## src/rtl/tgc_pkg.sv

```systemverilog
/*
  Constants and carrier types for the transmit gain-control register bank.
  Assumes a serial-port decoder on the same clock that turns frames into
  single-cycle register write and read requests.
*/
// How it works
// two-bit source select: 00 internal, 10 analog
// 12-bit attenuator code from two registers
// upper part staged, applied on lower write
// host writes upper register before lower one; bench read-back pass writes lower first
// 5-bit step field, one copy per mode
// mode pin picks the applied setting set
// pin low uses mode0 set, high mode1
// system ties both identity straps low
// upper bits 3:0 become code bits 11:8
package tgc_pkg;

  // ********************************************************
  // register offsets (9-bit register address)
  // ********************************************************
  localparam logic [8:0] TGC_OFS_STEP_MODE0 = 9'h102;
  localparam logic [8:0] TGC_OFS_CODE_LOW   = 9'h103;
  localparam logic [8:0] TGC_OFS_CODE_HIGH  = 9'h104;
  localparam logic [8:0] TGC_OFS_SRC_SEL    = 9'h105;
  localparam logic [8:0] TGC_OFS_STEP_MODE1 = 9'h112;

  // ********************************************************
  // field layout and reset values
  // ********************************************************
  localparam int         TGC_STEP_W      = 5;
  localparam int         TGC_CODE_W      = 12;
  localparam int         TGC_HIGH_W      = 4;
  localparam logic [1:0] TGC_SRC_DAC     = 2'h0;
  localparam logic [1:0] TGC_SRC_ANALOG  = 2'h2;
  localparam logic [7:0] TGC_RST_BYTE    = 8'h00;
  localparam logic [7:0] TGC_RST_SRC     = 8'h00;
  localparam logic [7:0] TGC_RD_UNMAPPED = 8'h00;

  // ********************************************************
  // carrier types
  // ********************************************************
  typedef struct packed {
    logic       en;
    logic [8:0] addr;
    logic [7:0] data;
  } tgc_wr_t;

  typedef struct packed {
    logic       en;
    logic [8:0] addr;
  } tgc_rd_t;

  typedef struct packed {
    logic       valid;
    logic [7:0] data;
  } tgc_rsp_t;

endpackage

```

## src/rtl/tgc_regs.sv

```systemverilog
/*
  Transmit gain-control register bank: attenuator source select,
  double-buffered 12-bit attenuator code and two step-attenuator copies
  picked by the mode pin.
  Assumes requests come from same-clock logic; the mode pin is async.
*/
`timescale 1ns/1ps
module tgc_regs (
  // clock and reset
  input  wire logic                         ref_clk,
  input  wire logic                         nrst,
  // register requests from the serial-port decoder
  input  wire tgc_pkg::tgc_wr_t             wr_req,
  input  wire tgc_pkg::tgc_rd_t             rd_req,
  output tgc_pkg::tgc_rsp_t                 rd_rsp,
  // mode pin, asynchronous
  input  wire logic                         tx_mode_select_pin,
  // attenuator controls
  output logic [tgc_pkg::TGC_CODE_W-1:0]    attenuator_dac_code,
  output logic                              dac_drive_en,
  output logic                              analog_drive_en,
  output logic [tgc_pkg::TGC_STEP_W-1:0]    step_attenuator,
  output logic                              active_mode
);
  import tgc_pkg::*;

  // ********************************************************
  // reset release and mode pin synchroniser
  // ********************************************************
  logic rst_m_q, rst_s_q, rst_n;
  logic mode_m_q, mode_s_q;

  // release is synchronous so no flop sees a runt reset edge
  always_ff @(posedge ref_clk or negedge nrst) begin
    if (!nrst) begin
      rst_m_q <= 1'b0;
      rst_s_q <= 1'b0;
    end else begin
      rst_m_q <= 1'b1;
      rst_s_q <= rst_m_q;
    end
  end
  assign rst_n = rst_s_q;

  // two stages; only mode_s_q is read by logic
  always_ff @(posedge ref_clk or negedge rst_n) begin
    if (!rst_n) begin
      mode_m_q <= 1'b0;
      mode_s_q <= 1'b0;
    end else begin
      mode_m_q <= tx_mode_select_pin;
      mode_s_q <= mode_m_q;
    end
  end

  // ********************************************************
  // register storage
  // ********************************************************
  logic [7:0] step0_q, step1_q, low_q, high_q, src_q;
  logic       wr_low;

  assign wr_low = wr_req.en && (wr_req.addr == TGC_OFS_CODE_LOW);

  // plain byte registers; upper code byte is only a staging copy
  always_ff @(posedge ref_clk or negedge rst_n) begin
    if (!rst_n) begin
      step0_q <= TGC_RST_BYTE;
      step1_q <= TGC_RST_BYTE;
      low_q   <= TGC_RST_BYTE;
      high_q  <= TGC_RST_BYTE;
      src_q   <= TGC_RST_SRC;
    end else if (wr_req.en) begin
      case (wr_req.addr)
        TGC_OFS_STEP_MODE0: step0_q <= wr_req.data;
        TGC_OFS_STEP_MODE1: step1_q <= wr_req.data;
        TGC_OFS_CODE_LOW:   low_q   <= wr_req.data;
        TGC_OFS_CODE_HIGH:  high_q  <= wr_req.data;
        TGC_OFS_SRC_SEL:    src_q   <= wr_req.data;
        default: ;
      endcase
    end
  end

  // ********************************************************
  // attenuator code, applied as one 12-bit word
  // ********************************************************
  // staged upper nibble joins the new low byte; a host that writes the
  // low byte first gets the previous upper nibble applied
  always_ff @(posedge ref_clk or negedge rst_n) begin
    if (!rst_n) begin
      attenuator_dac_code <= '0;
    end else if (wr_low) begin
      attenuator_dac_code <= {high_q[TGC_HIGH_W-1:0], wr_req.data};
    end
  end

  // source select: undefined codes drive neither source
  always_ff @(posedge ref_clk or negedge rst_n) begin
    if (!rst_n) begin
      dac_drive_en    <= 1'b0;
      analog_drive_en <= 1'b0;
    end else begin
      dac_drive_en    <= (src_q[1:0] == TGC_SRC_DAC);
      analog_drive_en <= (src_q[1:0] == TGC_SRC_ANALOG);
    end
  end

  // ********************************************************
  // mode-selected step attenuation
  // ********************************************************
  // no serial-port involvement, only the synchroniser and this flop
  always_ff @(posedge ref_clk or negedge rst_n) begin
    if (!rst_n) begin
      step_attenuator <= '0;
      active_mode     <= 1'b0;
    end else begin
      step_attenuator <= mode_s_q ? step1_q[TGC_STEP_W-1:0]
                                  : step0_q[TGC_STEP_W-1:0];
      active_mode     <= mode_s_q;
    end
  end

  // ********************************************************
  // read path, answer one cycle after the request
  // ********************************************************
  always_ff @(posedge ref_clk or negedge rst_n) begin
    if (!rst_n) begin
      rd_rsp <= '0;
    end else begin
      rd_rsp.valid <= rd_req.en;
      case (rd_req.addr)
        TGC_OFS_STEP_MODE0: rd_rsp.data <= step0_q;
        TGC_OFS_STEP_MODE1: rd_rsp.data <= step1_q;
        TGC_OFS_CODE_LOW:   rd_rsp.data <= low_q;
        TGC_OFS_CODE_HIGH:  rd_rsp.data <= high_q;
        TGC_OFS_SRC_SEL:    rd_rsp.data <= src_q;
        default:            rd_rsp.data <= TGC_RD_UNMAPPED;
      endcase
    end
  end
endmodule

```

## config.mk

```make
export PLATFORM = sky130hd
export DESIGN_NAME = tgc_regs
export DESIGN_NICKNAME = d
export VERILOG_FILES = /design/src/rtl/tgc_pkg.sv /design/src/rtl/tgc_regs.sv
export SDC_FILE = /design/constraint.sdc
export NUM_CORES = 1
export LEC_CHECK = 0
export CORE_ASPECT_RATIO = 1.4
export CORE_MARGIN = 2
export CORE_UTILIZATION = 62
export CTS_CLUSTER_SIZE = 16
export DETAILED_ROUTE_END_ITERATION = 10
export DONT_BUFFER_PORTS = 1
export GPL_TIMING_DRIVEN = 0
export HOLD_SLACK_MARGIN = 0.1
export MAX_ROUTING_LAYER = met4
export PLACE_DENSITY = 0.76
export SYNTH_ARGS = -nofsm -noshare
export SYNTH_HDL_FRONTEND = slang
export SYNTH_SLANG_ARGS = --single-unit
```

## constraint.sdc

```tcl
create_clock -name ref_clk -period 2.5 [get_ports ref_clk]
set_input_delay 0.625 -clock ref_clk [delete_from_list [all_inputs] [get_ports ref_clk]]
set_output_delay 0.625 -clock ref_clk [all_outputs]
set_load 0.01 [all_outputs]
```

Word-level counts from Yosys, hierarchy flattened
Cells that the tools add are included. W data, S select, Z words.

Bits in registers: 73. Input port bits: 31. Output and inout port bits: 29. Logic and storage cells: 36.

Equal/unequal tests: 11. Mux-type cells: 2. Reductions and logical operators: 7.

Operator list (number): $eq A9 B9 Y1 const B (10); $pmux W8 S5 (1); $reduce_and A2 Y1 (5); $mux W5 (1); $eq A2 B2 Y1 const B (1); $logic_not A2 Y1 (1); $logic_and A1 B1 Y1 (1).

Logic depth before layout (Yosys ltp)
Gate-level depths: netlist of the first run.

Depth after elaboration: 2. Mapped depth: 6. Gate-level depth less buffers: 4.

Least setup slack after synthesis of the first run
OpenSTA, ideal clock, no wires.

Path kind: input -> register. From: input wr_req[13] (netlist bit). To: register attenuator_dac_code[7] (netlist bit). Setup time: 0.125 ns. Data arrival time: 2.186 ns. Required time: 2.375 ns. Path slack: 0.189 ns. Cell stages on the path: 5. Buffers on the path: 1. Cell sequence: or4b_4 or2_2 nor3_4 buf_4 mux2_2.

Cells in the longest elaborated chain, start to end: 2.

Ends and longest elaborated chain: from (decl) (line tgc_regs.sv:13) `input wire tgc_pkg::tgc_wr_t wr_req,`; $eq A9 B9 Y1 (line tgc_regs.sv:62) `assign wr_low = wr_req.en && (wr_req.addr == TGC_OFS_CODE_LOW);`; $logic_and A1 B1 Y1 (line tgc_regs.sv:62); to (signal assigned) (line tgc_regs.sv:93) `attenuator_dac_code <= {high_q[TGC_HIGH_W-1:0], wr_req.data};`; to (decl) (line tgc_regs.sv:19) `output logic [tgc_pkg::TGC_CODE_W-1:0] attenuator_dac_code,`.

Every way passes these cells. A chain may end at the register's enable or synchronous reset.

Worst setup path after layout of the first run
From: input wr_req[13] (netlist bit). To: register attenuator_dac_code[9] (netlist bit).

The elaborated chain is that of the path after synthesis.

==> impl_metrics.csv, run 1 <==
group,metric,value,unit
status,outcome,"complete, no violations",
clock_tree,cts_tree,"yes",
worst_setup_path,critPathMaxStageDelay,520,ps
drt,drtPass1Iterations,4,
sta,final-setup-viol-count,0,
die,die_w,59.6,µm
die,rows,28,
synthesis,yosysWarnings,0,
clock_tree,holdBufCountCts,1,
worst_setup_path,cp-start-kind,"input port",
grt,grt_start_max_net_pins,37,
drt,postRouteAntennaNets,0,
sta,fin_crit_sh,84.2,%
worst_setup_path,crit_type,"input port to register",
synthesis,synth_xor_area_share,0,%
synthesis,synth_area_per_cell,15.0,µm²
clock_tree,ctsResizeCount,0,
placement,gp_congestion,0.793,
die,boundaryPins,60,
worst_setup_path,end_kind,"register",
die,die_area,4880,µm²
pwr,ir_worst_vdd,0.557,mV
sta,period_minus_slack,2110,ps
clock_tree,htreeDepth,3,
final_layout,fill_cells,294,
grt,grt_usage,23.6,%
worst_setup_path,reg2reg_depth,3,
min_path,min_path_type,"input port to register",
synthesis,synth.mux.area_fraction,27.0,%
clock_tree,worstSkewPairLatency,330,ps
die,die_y,81.9,µm
sta,slew_violations,0,
worst_setup_path,worstPathRequired,2710,ps
grt,grt_antenna_before_repair,0,
final_layout,final_util,70.1,%
placement,port_buffers,0,
sta,finalHoldViolations,0,
flow_run,drv_cap,0,
synthesis,syn_inst,179,
min_path,worstHoldPathCells,0,
drt,wl,4.94,mm
worst_setup_path,crit_arrival,2320,ps
clock_tree,clkSlewWorstSetupHoldPaths,60,ps
sta,setup_tns,0,ps
clock_tree,cts_setup_buffers,0,
drt,wl_per_cell,20.4,µm
pwr,p_leak,1.52,nW
worst_setup_path,crit_slowest_cell,"or4b_4",
sta,fin_hold_ws,320,ps
final_layout,final_common_cell,"dfrtp_1",
die,fp.coreArea,4200,µm²
synthesis,seq_area_frac_synth,60.6,%
worst_setup_path,crit_fanout,10,
sta,maxSlewHeadroom,47.8,%
grt,grt_pass1_vias,1629,
drt,drc_errors,0,
grt,overflow,0,
clock_tree,cts_root_buf,"clkbuf_8",
synthesis,ys_ff_latch,65,
placement,place_hpwl,3.57,mm
drt,via_per_inst,6.29,
final_layout,synthToLayoutAreaGrowth,9.74,%
final_layout,drive_gt1_share,37.6,%
final_layout,final_cell_mix,"dfrtp_1, mux2_2, mux2i_1",
die,start_util,63.9,%
sta,skew,5.15,ps
worst_setup_path,path_cells,"or4b_4 -> or2_2 -> nor3_4 -> buf_4 -> mux2_2",
synthesis,synth_top_family_by_area,"multiplexers",
clock_tree,numCtsBuffers,9,
synthesis,syn-num-nets,210,
final_layout,final_nets,223,
synthesis,synth_simple_gate_area_share,6.34,%
synthesis,yosysUniqueCellTypes,30,
final_layout,antennaDiodeCount,0,
synthesis,synth_compound_area_share,4.66,%
clock_tree,clk_path_buf_depth,2,
drt,num_vias,1521,
synthesis,synthAdderAreaFrac,0,%
clock_tree,cts_sinks,65,
pwr,p_per_area,658,nW/µm²
synthesis,post_synth_instance_area,2690,µm²
sta,rsz0062_at_grt,"false",
grt,grt_pass1_wl,7.93,mm
sta,worst_slew_pin_slew,783,ps
drt,drtIter0Drc,68,
sta,max_freq,0.475,GHz
[final cells by class]
cell class	count	area [µm²]	area share [%]
Tap cell	45	56.3	1.91
Sequential cell	65	1630	55.2
Buffer	6	35.0	1.19
Clock inverter	3	15.0	0.510
Multi-Input combinational cell	108	1020	34.7
Clock buffer	13	159	5.39
Timing Repair Buffer	2	30.0	1.02
[where the power goes]
| group | total, W | switching, W | leakage [nW] | internal (W) |
|---|---|---|---|---|
| clock network | 0.000765 | 0.000356 | 0.0932 | 0.000409 |
| registers | 0.00111 | 0.0000321 | 0.884 | 0.00108 |
| logic | 0.0000637 | 0.0000281 | 0.544 | 0.0000357 |
[layer usage]
layer  wire length [µm]  part of all wire [%]  global-route usage (%)
met1               2040                    41                    27.9
met2               2550                    52                    36.8
met3                264                   5.3                    7.40
met5                  0                     0                       -
met4                 91                   1.8                    10.9
[critical path: cells and delay by family]
| kind | cells | cell delay [ps] |
|---|---|---|
| muxes | 1 | 360 |
| buffers and inverters | 1 | 250 |
| and+or+nand+nor | 3 | 1080 |
[cells by family after synthesis]
| kind of cell | after synthesis |
|---|---|
| compound gates | 18 |
| buf+inv | 6 |
| flops | 65 |
| mux | 63 |
| other cells | 1 |
| simple gates | 26 |
[per-stage QoR]
stage               cells  instance area, µm²  power, W  setup WS, ps
floorplan             179                2690   0.00117           189
global placement      224                2740   0.00118          59.4
detailed placement    225                2760   0.00119          20.5
CTS                   242                2950   0.00196           382
global route          242                2950   0.00202           339
finish                242                2950   0.00194           395
[path summary, 6_finish.rpt]
path,start,slack (ps),to
max,wr_req[13],390,attenuator_dac_code[9]
min,rd_req[9],320,rd_rsp[8]
max reg2reg,step0_q[6],1460,rd_rsp[6]
min reg2reg,mode_m_q,350,mode_s_q
max in group asynchronous,rst_n,1540,step1_q[7]
min in group asynchronous,rst_n,360,rd_rsp[8]
[state kept, by name, summed over array words and instances (netlist names)]
register / cells
rd_rsp: 9
step0_q: 8
rst_m_q: 1
analog_drive_en: 1
rst_n: 1
attenuator_dac_code: 5
mode_s_q: 1
active_mode: 1
high_q: 8
step1_q: 8
dac_drive_en: 1
src_q: 8
low_q: 7
mode_m_q: 1
step_attenuator: 5
[cells in the mapped netlist]
cell      instances  area share (%)
or4b_4            1            0.51
nor4bb_1          2            0.75
nor2b_1           2            0.47
buf_4             1            0.28
buf_2             1            0.19
mux2_4            8             4.5
buf_1             1            0.14
nor3_4            1            0.61
mux2_2           43              18
or4_4             1            0.42
clkbuf_1          2            0.28
mux2i_1          12             4.5
nor2_1            5            0.70
nand2b_1          1            0.23
nor4_1            1            0.23
buf_6             1            0.42
nand2_1           6            0.84
dfrtp_1          65              61
a32oi_1           2            0.65
a22oi_1           2            0.56
and3b_1           1            0.33
conb_1            1            0.14
o22ai_1           6             1.4
and3_1            1            0.23
o21ai_0           2            0.37
nand4_1           1            0.23
nor4b_1           1            0.33
or2_2             1            0.23
a21o_1            6             1.7
and2_0            1            0.23
Note: power is estimated with default switching activity, not from simulation.
==> inputs of run 2 (changes only) <==
CORE_UTILIZATION = 56   (was 62)
PLACE_DENSITY = 0.72   (was 0.76)
clock period = 1.7 ns   (was 2.5 ns; I/O delays follow)
==> impl_metrics.csv, run 2 (same netlist as run 1, synthesis figures left out) <==
group,metric,value,unit
sta,setup_tns,-987,ps
grt,grt_pass1_wl,8.51,mm
status,violations,"negative setup slack",
drt,drc_errors,0,
final_layout,final_area,3110,µm²
sta,max_freq,0.565,GHz
worst_setup_path,worst-r2r-setup-slack,670,ps
worst_setup_path,reg2reg_depth,3,
drt,via_per_inst,5.94,
final_layout,antennaDiodeCount,0,
pwr,ir_worst_vdd,0.830,mV
sta,rsz0062_at_grt,"true",
grt,grt_pass1_vias,1641,
sta,final-setup-viol-count,20,
sta,finalHoldViolations,0,
grt,grt_usage,22.3,%
grt,overflow,0,
clock_tree,clk_path_buf_depth,2,
clock_tree,cts_root_buf,"clkbuf_8",
clock_tree,htreeDepth,3,
placement,port_buffers,0,
worst_setup_path,end_kind,"register",
die,die_w,62.5,µm
final_layout,synthToLayoutAreaGrowth,15.7,%
grt,grt_antenna_before_repair,0,
worst_setup_path,crit_type,"input port to register",
drt,drtPass1Iterations,4,
die,boundaryPins,60,
sta,finalWorstSetupSlack,-69.7,ps
sta,slew_violations,0,
clock_tree,worstSkewPairLatency,340,ps
flow_run,drv_cap,0,
final_layout,final_cell_mix,"dfrtp_1, mux2_2, mux2_4",
clock_tree,clkSlewWorstSetupHoldPaths,60,ps
sta,maxSlewHeadroom,48.3,%
min_path,min-delay-start,"rd_req[9]",
status,outcome,"finished, violations left",
drt,postRouteAntennaNets,0,
die,fp.coreArea,4570,µm²
drt,num_vias,1561,
grt,grt_start_max_net_pins,64,
die,rows,29,
pwr,p_per_area,997,nW/µm²
final_layout,largest_register_ffs,9,
drt,wl,5.31,mm
worst_setup_path,crit_arrival,1990,ps
pwr,p_leak,1.57,nW
placement,placed_cell_area,2800,µm²
sta,fin_crit_sh,104,%
die,die_y,85.9,µm
final_layout,drive_gt1_share,38.3,%
sta,fin_hold_ws,117,ps
min_path,worstHoldPathCells,0,
worst_setup_path,reg2reg_from,"step0_q[7]",
final_layout,top_register,"rd_rsp",
final_layout,final_nets,227,
worst_setup_path,cp-start-kind,"input port",
drt,drtIter0Drc,39,
worst_setup_path,crit_fanout,5,
final_layout,final_common_cell,"dfrtp_1",
sta,worst_slew_pin_slew,775,ps
sta,skew,5.87,ps
die,die_area,5370,µm²
sta,period_minus_slack,1770,ps
clock_tree,cts_sinks,65,
worst_setup_path,r2r-end,"rd_rsp[7]",
clock_tree,numCtsBuffers,9,
clock_tree,cts_tree,"yes",
placement,place_hpwl,3.54,mm
min_path,min_path_type,"input port to register",
placement,gp_congestion,0.847,
min_path,worstHoldEndpoint,"rd_rsp[8]",
worst_setup_path,worstPathRequired,1920,ps
pwr,p_total,0.00310,W
drt,wl_per_cell,20.2,µm
die,start_util,58.7,%
-- run 2: cell count changes in the layout (fill, tap and decap cells not counted), sizes merged --
cell and delta:
dlygate4sd3 +1, bufinv +2, buf +2, clkinv -2, clkbuf +1
-- run 2: through the flow --
stage               setup WS [ps]  std cells  util, %
floorplan                    -338        179        -
global placement             -439        241     61.3
detailed placement           -535        241     61.3
CTS                         -98.0        263     67.7
global route                 -105        263     67.9
finish                      -69.7        263     67.9
-- run 2: metal layers --
metal | share of wire [%] | wire (µm) | track usage, %
met1 | 41 | 2190 | 26.2
met2 | 52 | 2740 | 34.9
met3 | 4.9 | 260 | 5.51
met4 | 2.4 | 125 | 12.9
met5 | 0 | 0 | -
-- run 2: report_power, final --
part           total (W)  switching, W  internal [W]
sequential       0.00165     0.0000602       0.00159
clock            0.00136      0.000539      0.000826
combinational  0.0000853     0.0000295     0.0000557
-- run 2: timing repair --
action / CTS / global route
setup buffers: 3 / 0
hold endpoints to repair: 3 / 0
pin swaps: 2 / 1
gates resized for setup: 11 / 2
hold buffers: 2 / 0
endpoints found under the setup margin: 26 / 26
cloned: 1 / 0
-- run 2: critical path, stage by stage --
cell    delay (ps)
or4b_4         530
or2_4          260
nor3_4         260
buf_6          180
mux2_2         330
-- run 2: worst max path at each step --
stage	from	end	cells after the start
after floorplan	wr_req[13]	attenuator_dac_code[7]	5
after global placement	wr_req[13]	attenuator_dac_code[10]	5
after detailed placement	wr_req[13]	step1_q[2]	4
after CTS	wr_req[13]	attenuator_dac_code[10]	5
after global routing	wr_req[13]	attenuator_dac_code[7]	5
final	wr_req[13]	attenuator_dac_code[10]	5
-- run 2: layout make-up --
| cell class | count | area [µm²] |
|---|---|---|
| timing repair buffer | 6 | 53.8 |
| multi-input combinational | 108 | 1090 |
| sequential | 65 | 1630 |
| clock inverter | 3 | 65.1 |
| tap | 62 | 77.6 |
| clock buffer | 13 | 139 |
| buffer | 6 | 51.3 |
| fill | 361 | 1470 |
